`config.mk`:
```
export PLATFORM = sky130hd
export DESIGN_NAME = bcd_accumulator_alu
export DESIGN_NICKNAME = d
export VERILOG_FILES = /design/src/rtl/alu_pkg.sv /design/src/rtl/bcd_accumulator_alu.sv
export SDC_FILE = /design/constraint.sdc
export NUM_CORES = 2
export LEC_CHECK = 0
export ABC_CLOCK_PERIOD_IN_PS = 161000
export BUFFER_PORTS_ARGS = -buffer_cell sky130_fd_sc_hd__buf_2
export CAP_MARGIN = 20
export CORE_MARGIN = 1.5
export CORE_UTILIZATION = 63
export CTS_CLUSTER_DIAMETER = 50
export DETAILED_ROUTE_END_ITERATION = 8
export PLACE_DENSITY = 0.8
export SKIP_CTS_REPAIR_TIMING = 1
export SLEW_MARGIN = 20
export SYNTH_ARGS = -nofsm -noshare
export SYNTH_HDL_FRONTEND = slang
export SYNTH_SLANG_ARGS = --single-unit
```
`constraint.sdc`:
```
create_clock -name clk -period 161 [get_ports clk]
set_clock_uncertainty 0.15 [all_clocks]
set_input_delay 24.15 -clock clk [delete_from_list [all_inputs] [get_ports clk]]
set_output_delay 24.15 -clock clk [all_outputs]
set_load 0.02 [all_outputs]
```
`src/rtl/alu_pkg.sv`:
```
package alu_pkg;

  typedef enum logic [3:0] {
    OP_NONE = 4'h0,
    OP_BCD_SUM_16 = 4'h1,
    OP_BCD_SUM_32 = 4'h3,
    OP_BCD_MINUS_16 = 4'h2,
    OP_BCD_MINUS_32 = 4'h6,
    OP_BCD_PRODUCT_16 = 4'h7,
    OP_BCD_QUOTIENT_16 = 4'h5,
    OP_MEM_BUMP_UP = 4'h4,
    OP_MEM_BUMP_DOWN = 4'hc,
    OP_ACC_LEFT_SHIFT = 4'hd,
    OP_ACC_RIGHT_SHIFT = 4'hf,
    OP_BIT_POSITION_TO_INDEX = 4'he
  } op_t;

  // One instruction as the sequencer hands it over
  typedef struct packed {
    op_t op;
    logic imm_sel;
    logic [31:0] imm;
    logic [15:0] mem_lo;
    logic [15:0] mem_hi;
  } cmd_t;

  typedef struct packed {
    logic operand_range_flag;
    logic result_zero_flag;
    logic borrow16_flag;
    logic borrow32_flag;
    logic carry16_flag;
    logic carry32_flag;
    logic negative_flag;
    logic non_bcd_flag;
  } flags_t;

  localparam int ACC_W = 32;
  localparam int WORD_W = 16;
  localparam int DIGITS = 8;
  localparam int BIN_W = 27;
  localparam int SHIFT_W = 6;
  localparam logic [SHIFT_W-1:0] SHIFT_MAX = 6'h20;

  localparam int REG_ADDR_W = 4;
  localparam logic [REG_ADDR_W-1:0] REG_ACC = 4'h0;
  localparam logic [REG_ADDR_W-1:0] REG_STACK1 = 4'h4;
  localparam logic [REG_ADDR_W-1:0] REG_FLAGS = 4'h8;

  localparam logic [ACC_W-1:0] ACC_RESET = 32'h0000_0000;
  localparam logic [ACC_W-1:0] STACK_RESET = 32'h0000_0000;
  localparam flags_t FLAGS_RESET = 8'h00;
  localparam logic [ACC_W-1:0] UNMAPPED_READ = 32'h0000_0000;

endpackage

```
`src/rtl/bcd_accumulator_alu.sv`:
```
// What this block does
// - 16-bit BCD sum of memory word into accumulator
// - 32-bit BCD sum, two words or immediate
// - Carry flags for 16- and 32-bit sums
// - 16-bit BCD difference from accumulator low half
// - 32-bit BCD difference, two words or immediate
// - Borrow flags for 16- and 32-bit differences
// - BCD product of low half, eight-digit result
// - BCD quotient to accumulator, remainder to stack
// - Division raises range flag on unusable operand
// - Zero flag after arithmetic, increment, decrement
// - Negative flag from accumulator top bit
// - Non-BCD operand raises non-BCD flag
// - Flags hold until an affecting instruction
// - Increment adds one to memory word
// - Decrement subtracts one from memory word
// - Left shift 1 to 32, zero fill
// - Right shift 1 to 32, zero fill
// - Encoder gives index of set bit
// - Encoder gives zero for input zero or one
// - Several bits: lowest index, range flag
//
// Implementation choices: the plain strobed port and the address map.
`timescale 1ns/1ps
`default_nettype none

module bcd_accumulator_alu
  import alu_pkg::*;
(
  input wire logic clk,
  input wire logic rst_b,
  input wire logic cmd_valid,
  input wire cmd_t cmd,
  output logic done,
  output logic mem_wr_valid,
  output logic [WORD_W-1:0] mem_wr_data,
  output logic [ACC_W-1:0] acc,
  output logic [ACC_W-1:0] stack1,
  output flags_t flags,
  input wire logic [REG_ADDR_W-1:0] reg_addr,
  input wire logic [ACC_W-1:0] reg_wdata,
  input wire logic reg_wr,
  input wire logic reg_rd,
  output logic [ACC_W-1:0] reg_rdata
);

  function automatic logic is_bcd(input logic [ACC_W-1:0] v);
    logic ok;
    ok = 1'b1;
    for (int i = 0; i < DIGITS; i++) begin
      if (v[4*i+:4] > 4'h9) begin
        ok = 1'b0;
      end
    end
    return ok;
  endfunction

  // Returns carry out above the top digit and the digit sum
  function automatic logic [ACC_W:0] bcd_add(input logic [ACC_W-1:0] a,
                                             input logic [ACC_W-1:0] b);
    logic [4:0] s;
    logic c;
    logic [ACC_W-1:0] r;
    c = 1'b0;
    r = '0;
    for (int i = 0; i < DIGITS; i++) begin
      s = {1'b0, a[4*i+:4]} + {1'b0, b[4*i+:4]} + {4'h0, c};
      if (s > 5'h09) begin
        s = s + 5'h06;
      end
      c = s[4];
      r[4*i+:4] = s[3:0];
    end
    return {c, r};
  endfunction

  // Returns borrow out of the top digit and the ten's complement difference
  function automatic logic [ACC_W:0] bcd_sub(input logic [ACC_W-1:0] a,
                                             input logic [ACC_W-1:0] b);
    logic [4:0] s;
    logic c;
    logic [ACC_W-1:0] r;
    c = 1'b0;
    r = '0;
    for (int i = 0; i < DIGITS; i++) begin
      s = {1'b0, a[4*i+:4]} - {1'b0, b[4*i+:4]} - {4'h0, c};
      c = s[4];
      if (c) begin
        s = s + 5'h0a;
      end
      r[4*i+:4] = s[3:0];
    end
    return {c, r};
  endfunction

  function automatic logic [BIN_W-1:0] bcd_to_bin(input logic [ACC_W-1:0] a);
    logic [BIN_W-1:0] v;
    v = '0;
    for (int i = DIGITS - 1; i >= 0; i--) begin
      v = BIN_W'(v * 27'h000000a) + {23'h000000, a[4*i+:4]};
    end
    return v;
  endfunction

  function automatic logic [ACC_W-1:0] bin_to_bcd(input logic [BIN_W-1:0] v);
    logic [ACC_W-1:0] d;
    d = '0;
    for (int i = BIN_W - 1; i >= 0; i--) begin
      for (int j = 0; j < DIGITS; j++) begin
        if (d[4*j+:4] > 4'h4) begin
          d[4*j+:4] = d[4*j+:4] + 4'h3;
        end
      end
      d = {d[ACC_W-2:0], v[i]};
    end
    return d;
  endfunction

  logic [ACC_W-1:0] acc_q;
  logic [ACC_W-1:0] acc_d;
  logic [ACC_W-1:0] stack1_q;
  logic [ACC_W-1:0] stack1_d;
  flags_t flags_q;
  flags_t flags_d;
  logic acc_we;
  logic stack_we;
  logic mem_we;
  logic [WORD_W-1:0] mem_d;
  logic mem_wr_valid_q;
  logic [WORD_W-1:0] mem_wr_data_q;
  logic done_q;
  logic [ACC_W-1:0] reg_rdata_q;

  logic [ACC_W-1:0] opnd32;
  logic [ACC_W-1:0] opnd16;
  logic [ACC_W-1:0] acc_lo;
  logic [ACC_W:0] sum16;
  logic [ACC_W:0] sum32;
  logic [ACC_W:0] dif16;
  logic [ACC_W:0] dif32;
  logic [BIN_W-1:0] bin_acc;
  logic [BIN_W-1:0] bin_acc_lo;
  logic [BIN_W-1:0] bin_opnd;
  logic [BIN_W-1:0] product;
  logic [BIN_W-1:0] quotient;
  logic [BIN_W-1:0] remainder;
  logic [WORD_W-1:0] bump_up;
  logic [WORD_W-1:0] bump_down;
  logic [SHIFT_W-1:0] shift_cnt;
  logic [4:0] low_index;
  logic many_bits;

  // Double-width memory operand arrives as both words in the same cycle, high word above low word
  assign opnd32 = cmd.imm_sel ? cmd.imm : {cmd.mem_hi, cmd.mem_lo};
  assign opnd16 = cmd.imm_sel ? {16'h0000, cmd.imm[15:0]} : {16'h0000, cmd.mem_lo};
  assign acc_lo = {16'h0000, acc_q[15:0]};

  assign sum16 = bcd_add(acc_lo, opnd16);
  assign sum32 = bcd_add(acc_q, opnd32);
  assign dif16 = bcd_sub(acc_lo, opnd16);
  assign dif32 = bcd_sub(acc_q, opnd32);

  // Binary detour keeps multiply and divide in one cycle at 25 MHz
  assign bin_acc = bcd_to_bin(acc_q);
  assign bin_acc_lo = bcd_to_bin(acc_lo);
  assign bin_opnd = bcd_to_bin(opnd16);
  assign product = BIN_W'(bin_acc_lo * bin_opnd);
  assign quotient = (bin_opnd == '0) ? '0 : bin_acc / bin_opnd;
  assign remainder = (bin_opnd == '0) ? '0 : bin_acc % bin_opnd;

  assign bump_up = cmd.mem_lo + 16'h0001;
  assign bump_down = cmd.mem_lo - 16'h0001;
  assign shift_cnt = opnd32[SHIFT_W-1:0];

  always_comb begin
    low_index = 5'h00;
    for (int i = ACC_W - 1; i >= 0; i--) begin
      if (acc_q[i]) begin
        low_index = 5'(i);
      end
    end
  end

  assign many_bits = (acc_q & (acc_q - 32'h0000_0001)) != 32'h0000_0000;

  always_comb begin
    acc_d = acc_q;
    stack1_d = stack1_q;
    flags_d = flags_q;
    acc_we = 1'b0;
    stack_we = 1'b0;
    mem_we = 1'b0;
    mem_d = 16'h0000;
    unique case (cmd.op)
      OP_BCD_SUM_16: begin
        acc_we = 1'b1;
        acc_d = {16'h0000, sum16[15:0]};
        flags_d.carry16_flag = sum16[16];
        flags_d.non_bcd_flag = !(is_bcd(acc_lo) && is_bcd(opnd16));
        flags_d.result_zero_flag = (sum16[15:0] == 16'h0000);
        flags_d.negative_flag = 1'b0;
      end
      OP_BCD_SUM_32: begin
        acc_we = 1'b1;
        acc_d = sum32[ACC_W-1:0];
        flags_d.carry32_flag = sum32[ACC_W];
        flags_d.non_bcd_flag = !(is_bcd(acc_q) && is_bcd(opnd32));
        flags_d.result_zero_flag = (sum32[ACC_W-1:0] == 32'h0000_0000);
        flags_d.negative_flag = sum32[ACC_W-1];
      end
      OP_BCD_MINUS_16: begin
        acc_we = 1'b1;
        acc_d = {16'h0000, dif16[15:0]};
        flags_d.borrow16_flag = dif16[ACC_W];
        flags_d.non_bcd_flag = !(is_bcd(acc_lo) && is_bcd(opnd16));
        flags_d.result_zero_flag = (dif16[15:0] == 16'h0000);
        flags_d.negative_flag = 1'b0;
      end
      OP_BCD_MINUS_32: begin
        acc_we = 1'b1;
        acc_d = dif32[ACC_W-1:0];
        flags_d.borrow32_flag = dif32[ACC_W];
        flags_d.non_bcd_flag = !(is_bcd(acc_q) && is_bcd(opnd32));
        flags_d.result_zero_flag = (dif32[ACC_W-1:0] == 32'h0000_0000);
        flags_d.negative_flag = dif32[ACC_W-1];
      end
      OP_BCD_PRODUCT_16: begin
        acc_we = 1'b1;
        acc_d = bin_to_bcd(product);
        flags_d.non_bcd_flag = !(is_bcd(acc_lo) && is_bcd(opnd16));
        flags_d.result_zero_flag = (product == '0);
        flags_d.negative_flag = acc_d[ACC_W-1];
      end
      OP_BCD_QUOTIENT_16: begin
        // A zero divisor leaves accumulator and stack untouched
        flags_d.operand_range_flag = (bin_opnd == '0);
        flags_d.non_bcd_flag = !(is_bcd(acc_q) && is_bcd(opnd16));
        if (bin_opnd != '0) begin
          acc_we = 1'b1;
          stack_we = 1'b1;
          acc_d = bin_to_bcd(quotient);
          stack1_d = bin_to_bcd(remainder);
        end
        flags_d.result_zero_flag = (acc_d == 32'h0000_0000);
        flags_d.negative_flag = acc_d[ACC_W-1];
      end
      OP_MEM_BUMP_UP: begin
        mem_we = 1'b1;
        mem_d = bump_up;
        flags_d.result_zero_flag = (bump_up == 16'h0000);
      end
      OP_MEM_BUMP_DOWN: begin
        mem_we = 1'b1;
        mem_d = bump_down;
        flags_d.result_zero_flag = (bump_down == 16'h0000);
      end
      OP_ACC_LEFT_SHIFT: begin
        // Counts of 32 and above are clipped so the result is all zeros
        acc_we = 1'b1;
        acc_d = (shift_cnt >= SHIFT_MAX) ? '0 : acc_q << shift_cnt;
      end
      OP_ACC_RIGHT_SHIFT: begin
        acc_we = 1'b1;
        acc_d = (shift_cnt >= SHIFT_MAX) ? '0 : acc_q >> shift_cnt;
      end
      OP_BIT_POSITION_TO_INDEX: begin
        acc_we = 1'b1;
        acc_d = {27'h0000000, low_index};
        if (acc_q <= 32'h0000_0001) begin
          acc_d = 32'h0000_0000;
        end
        flags_d.operand_range_flag = many_bits;
      end
      default: begin
        acc_we = 1'b0;
      end
    endcase
  end

  // An instruction that writes the accumulator wins over a bus write in the same cycle
  always_ff @(posedge clk) begin
    if (!rst_b) begin
      acc_q <= ACC_RESET;
    end else if (cmd_valid && acc_we) begin
      acc_q <= acc_d;
    end else if (reg_wr && reg_addr == REG_ACC) begin
      acc_q <= reg_wdata;
    end
  end

  always_ff @(posedge clk) begin
    if (!rst_b) begin
      stack1_q <= STACK_RESET;
    end else if (cmd_valid && stack_we) begin
      stack1_q <= stack1_d;
    end else if (reg_wr && reg_addr == REG_STACK1) begin
      stack1_q <= reg_wdata;
    end
  end

  always_ff @(posedge clk) begin
    if (!rst_b) begin
      flags_q <= FLAGS_RESET;
    end else if (cmd_valid) begin
      flags_q <= flags_d;
    end
  end

  always_ff @(posedge clk) begin
    if (!rst_b) begin
      mem_wr_valid_q <= 1'b0;
      mem_wr_data_q <= 16'h0000;
    end else begin
      mem_wr_valid_q <= cmd_valid && mem_we;
      if (cmd_valid && mem_we) begin
        mem_wr_data_q <= mem_d;
      end
    end
  end

  always_ff @(posedge clk) begin
    if (!rst_b) begin
      done_q <= 1'b0;
    end else begin
      done_q <= cmd_valid;
    end
  end

  always_ff @(posedge clk) begin
    if (!rst_b) begin
      reg_rdata_q <= UNMAPPED_READ;
    end else if (reg_rd) begin
      unique case (reg_addr)
        REG_ACC: reg_rdata_q <= acc_q;
        REG_STACK1: reg_rdata_q <= stack1_q;
        REG_FLAGS: reg_rdata_q <= {24'h000000, flags_q};
        default: reg_rdata_q <= UNMAPPED_READ;
      endcase
    end else begin
      reg_rdata_q <= UNMAPPED_READ;
    end
  end

  assign acc = acc_q;
  assign stack1 = stack1_q;
  assign flags = flags_q;
  assign done = done_q;
  assign mem_wr_valid = mem_wr_valid_q;
  assign mem_wr_data = mem_wr_data_q;
  assign reg_rdata = reg_rdata_q;

endmodule

`default_nettype wire

```
# ---- Yosys cells after proc, flatten, opt, wreduce, memory -nomap -nowiden
# Index checks and enable logic that the tools add are counted.
dict set report op_classes {
  n_addsub 422
  n_mul 18
  n_div 2
  order_cmp 363
  n_eq_ne 16
  shift 2
  mux 942
  bitwise_logic 1
  reduce_logical 46
}
# cell count
set ops {}
lappend ops {{$mux W4} 817}
lappend ops {{$gt A4 B3 Y1 const B} 300}
lappend ops {{$add A4 B2 Y4 const B} 294}
lappend ops {{$mux W32} 11}
lappend ops {{$pmux W32 S9} 1}
lappend ops {{$mux W5} 45}
lappend ops {{$add A27 B4 Y27} 5}
lappend ops {{$logic_not A32 Y1} 3}
lappend ops {{$pmux W32 S3} 1}
lappend ops {{$add A3 B2 Y4 const B} 21}
lappend ops {{$mul A27 B3 Y26 const B} 3}
lappend ops {{$gt A4 B4 Y1 const B} 20}
lappend ops {{$gt A3 B3 Y1 const B} 24}
lappend ops {{$logic_not A16 Y1} 4}
lappend ops {{$add A4 B4 Y5} 12}
lappend ops {{$add A5 B3 Y5 const B} 12}
lappend ops {{$gt A5 B4 Y1 const B} 12}
lappend ops {{$sub A4 B4 Y5} 12}
lappend ops {{$mux W3} 19}
lappend ops {{$logic_not A27 Y1} 2}
lappend ops {{$mux W27} 2}
lappend ops {{$add A5 B1 Y5} 10}
lappend ops {{$sub A5 B1 Y5} 10}
lappend ops {{$add A4 B4 Y4 const B} 12}
lappend ops {{63 further kinds} 160}
dict set report totals {
  regBits 122
  latch_bits 0
  mem_bits_rw 0
  rom_bits 0
  input_bits 110
  output_inout_bits 122
  memories 0
}

# ---- Depth between registers and ports, before layout
dict set report logic_depth {
  depth_word 114
  depth_mapped 570
}

# ---- Worst setup path before layout
# Ideal clock, no wire load.
dict set report synth_timing {
  kind {input-to-reg}
  startpoint {in cmd[64] (netlist bit)}
  endpoint {reg stack1_q[14] (netlist: stack1[14])}
  setup_time_ns 0.091
  arrival_ns 127.156
  t_required_ns 160.759
  path_slack_ns 33.603
  cell_stages 505
  n_path_buf 54
  cell_sequence {clkbuf_1 -> clkbuf_1 -> buf_1 -> clkbuf_1 -> mux2i_1 -> inv_1 -> ha_1 -> ha_1 -> fa_1 -> nand2_1 -> nor2_1 -> nor4b_1 -> ha_1 -> ha_1 -> inv_1 -> xnor2_1 -> nor2_1 -> a41o_1 -> (+469 left out) -> ha_1 -> o311a_1 -> xor2_1 -> ha_1 -> nor2_1 -> mux2i_1 -> ha_1 -> nor2_1 -> or3_1 -> o211ai_1 -> xor2_1 -> inv_1 -> ha_1 -> inv_1 -> a21oi_1 -> mux2i_1 -> nor2_1 -> a311oi_1}
}
dict set report synth_between {
  elab_chain_len 107
  elab_cells_between_ends 380
  cone_classes {add/sub (76); mul (3); div (1); order compare (72); eq/ne (2); mux (221); reduce/logical (5)}
}
# element line
set synth_lines {}
lappend synth_lines {{from (decl)} bcd_accumulator_alu.sv:33} ;# input wire cmd_t cmd,
lappend synth_lines {{$mux W16 *} bcd_accumulator_alu.sv:155} ;# assign opnd16 = cmd.imm_sel ? {16'h0000, cmd.imm[15:0]} : {16'h0000, cmd.mem_lo};
lappend synth_lines {{$add A20 B4 Y21} bcd_accumulator_alu.sv:100} ;# v = BIN_W'(v * 27'h000000a) + {23'h000000, a[4*i+:4]};
lappend synth_lines {{$mul A21 B3 Y24} bcd_accumulator_alu.sv:100}
lappend synth_lines {{$add A25 B4 Y26} bcd_accumulator_alu.sv:100}
lappend synth_lines {{$mul A26 B3 Y26} bcd_accumulator_alu.sv:100}
lappend synth_lines {{$add A27 B4 Y27} bcd_accumulator_alu.sv:100}
lappend synth_lines {{$mul A27 B3 Y26} bcd_accumulator_alu.sv:100}
lappend synth_lines {{$add A27 B4 Y27 *} bcd_accumulator_alu.sv:100}
lappend synth_lines {{(+91 left out)} n/a}
lappend synth_lines {{$mux W4} bcd_accumulator_alu.sv:110} ;# if (d[4*j+:4] > 4'h4) begin
lappend synth_lines {{$mux W4} bcd_accumulator_alu.sv:238} ;# if (bin_opnd != '0) begin
lappend synth_lines {{$mux W4} bcd_accumulator_alu.sv:194} ;# unique case (cmd.op)
lappend synth_lines {{$add A4 B2 Y4 or $gt A4 B3 Y1 (tied branches)} {bcd_accumulator_alu.sv:111, bcd_accumulator_alu.sv:110}}
lappend synth_lines {{$mux W4} bcd_accumulator_alu.sv:110}
lappend synth_lines {{$mux W32} bcd_accumulator_alu.sv:238}
lappend synth_lines {{$mux W32} bcd_accumulator_alu.sv:194}
lappend synth_lines {{$mux W32} bcd_accumulator_alu.sv:294} ;# end else if (cmd_valid && stack_we) begin
lappend synth_lines {{to (signal assigned)} bcd_accumulator_alu.sv:295} ;# stack1_q <= stack1_d;
lappend synth_lines {{to (signal assigned)} bcd_accumulator_alu.sv:297} ;# stack1_q <= reg_wdata;
lappend synth_lines {{to (decl)} bcd_accumulator_alu.sv:121} ;# logic [ACC_W-1:0] stack1_q;
# Every way passes the cells marked *; elsewhere a longest branch is shown, timed or not. The select of a mux whose other input is x is not followed.
# A chain may end at the register's enable or synchronous reset.

# ---- Worst setup path in the final report
# Same ends and word-level chain as after synthesis.

==> metrics.txt <==
register bit total from synthesis=122; grt ovf=0; # IOs=about 230; layout cells sized above 1=8.74%; DR vias=101,000; synth top area cells=ha_1 (19%), fa_1 (6.2%), xnor2_1 (5.4%), a21oi_1 (5.1%), nor2_1 (5.0%); CP Data Arrival Time=roughly 140 ns; Synth top area share=a little under a fifth; Clock Root Buffer=clkbuf_16; status=completed; Slew Viols, Final=0; Async SR Flop Fraction=0%; Core Area=146,000 sq um; Final Hold Violating Endpoints=0; Inserted Clock Buffers=17; Final Cycle Share=86.4%; Reg2Reg Depth=~500; clock-pin slew on the worst setup and hold paths=0.07 ns; largest net degree at the start of global routing=91; slowest stage delay, CP=0.86 ns; critical path class=input pin to flop; first-pass GRT wire length=522 mm; WP data required=161.24 ns; Main synth FF type=dfxtp_1; WL met2=148 mm; Clk Latency, worst-skew pair=roughly 0.49 ns; syn_area_per_cell=7.31 sq um; final std cells w/o fill=14,700; dpl cells=14,700; Initial Utilization=63.7%; DRC=0; Synth Instances=approximately 13,000; hold depth=2; vias in the first global route=95,800; Die Height=388 um; hpwl dp=275 mm; worst-path fanout max=34; Rel. slew slack=11.3%; highest metal used=met5; RSZ-0062 raised after global routing=no; 1st-pass router iterations=7; initial antenna violation count=17; flop-to-flop setup slack=36.39 ns; most numerous cell in the Yosys netlist=ha_1; max cap viols=0; Die X-Extent=388 um; Vias/cell=6.84; commonest cells in the netlist=ha_1 (1,389), nor2_1 (1,242), nand2_1 (1,080); Post-synth EDFFs=0; H-tree Lvls=4; die footprint=around 150,000 sq um; synthesized area=just over 90,000 sq um; initial DRC count=10,900; ANT nets after route=0; final setup vio count=0; crit path time final=~140 ns; area leader, netlist=ha_1; Max Root-Sink Buffers=2; FMAX=0.00719 GHz; Yosys cell types=164; WL per Instance=23.1 um; Clock Sinks=122; Post-layout nets=about 15,000; Layout Utilization=roughly two thirds; Core Rows=140; Startpoint Class=input pin; Worst path slowest cell=o31ai_1; Yosys warning total=0; pre-CTS setup slack=around 24 ns; met1 WL=133 mm; crit-path most repeated cell=o21a_1; post-route setup slack=21.86 ns; final WL=339 mm; Crit. End Element=flop; TritonCTS clock tree=built; Slew @ Worst Pin=1.32 ns; routed wl met3=36.2 mm; hold path startpoint=mem_wr_data[4]; Area Growth Syn to Fin=4.20%; Crit Reg-Reg Startpoint=acc[29]; sequential share of the synthesized area=under 10%; total track usage=42.8%; IO buf count=231; Worst Hold Class=flop to flop; Hold Path End=mem_wr_data[4]; final setup TNS=0 ns; routability congestion estimate from global placement=around 1.1; worst flop-to-flop path endpoint=stack1[14]
-- layout make-up --
class                      instances  area [sq um]
inverter                         931          3490
antenna                            6          15.0
clock inverter                    15           210
fill                           12600         49100
multi-input combinational      11300         85800
tap                             1917          2400
timing repair buffer             392          2360
clock buffer                      17           425
sequential                       122          2440
-- state kept, by name, summed over array words and instances (netlist names) --
signal	count
flags	8
acc	32
reg_rdata	32
stack1	32
mem_wr_valid	1
mem_wr_data	16
done	1
-- metal layers --
layer | GRT usage, % | up-vias
met5 | 0.128 | -
met4 | 23.7 | 12
met3 | 9.89 | 1277
met2 | 68.6 | 5320
met1 | 52.6 | 47600
li1 | - | 46500
-- worst max-delay path, delay by kind of cell --
| kind | cells | cell delay (ns) |
|---|---|---|
| xor gates and xnor gates | 11 | 2.25 |
| adders and majority gates | 55 | 17.90 |
| muxes | 11 | 4.15 |
| buffers and inverters | 27 | 5.08 |
| and+or+nand+nor | 115 | 26.69 |
| AOI/OAI and AO/OA | 245 | 58.86 |
-- metrics by stage --
stage / hold slack [ns] / instance area (sq um)
3_3_place_gp: 0.290 / 96400
3_5_place_dp: 0.294 / 96400
4_1_cts: 0.311 / 97100
5_1_grt: 0.330 / 97100
6_report: 0.310 / 97100
2_1_floorplan: 0.380 / 93300
-- placed cells by master (no fill, tap or decap), types with 120 or more instances in the layout --
cell         n
buf_2      231
nor2b_1    130
mux2_2     319
a211oi_1   142
nor3_1     371
and2_1     125
xnor2_1    573
nand3_1    285
o211ai_1   152
dfxtp_1    120
o21ai_0    614
nor2_1    1241
ha_1      1389
nand2b_1   191
o21a_1     217
xor2_1     340
nand2_1   1080
inv_1      915
fa_1       290
mux2i_1    459
a21oi_1    944
a31oi_1    122
a21o_1     207
buf_4      161
-- cells by family after synthesis --
family                   synth area share (%)
flip-flops                               2.62
buffers and inverters                    5.69
adder cells (fa/ha/maj)                  24.9
multiplexers                             9.19
AND/OR/NAND/NOR                          21.8
other                                 0.00806
XOR/XNOR                                 8.93
AO/OA/AOI/OAI                            26.9
-- worst max path at each step --
| stage | end | depth (start not counted) | start |
|---|---|---|---|
| finish | stack1[14] | 464 | cmd[64] |
| global route | stack1[14] | 472 | cmd[64] |
| CTS | stack1[14] | 460 | cmd[64] |
| detailed placement | stack1[14] | 460 | cmd[64] |
| global placement | stack1[14] | 465 | cmd[64] |
| floorplan | stack1[14] | 505 | cmd[64] |
Power is not shown: default switching activity piles up to over one toggle a cycle in this logic, so the estimate is an artifact.
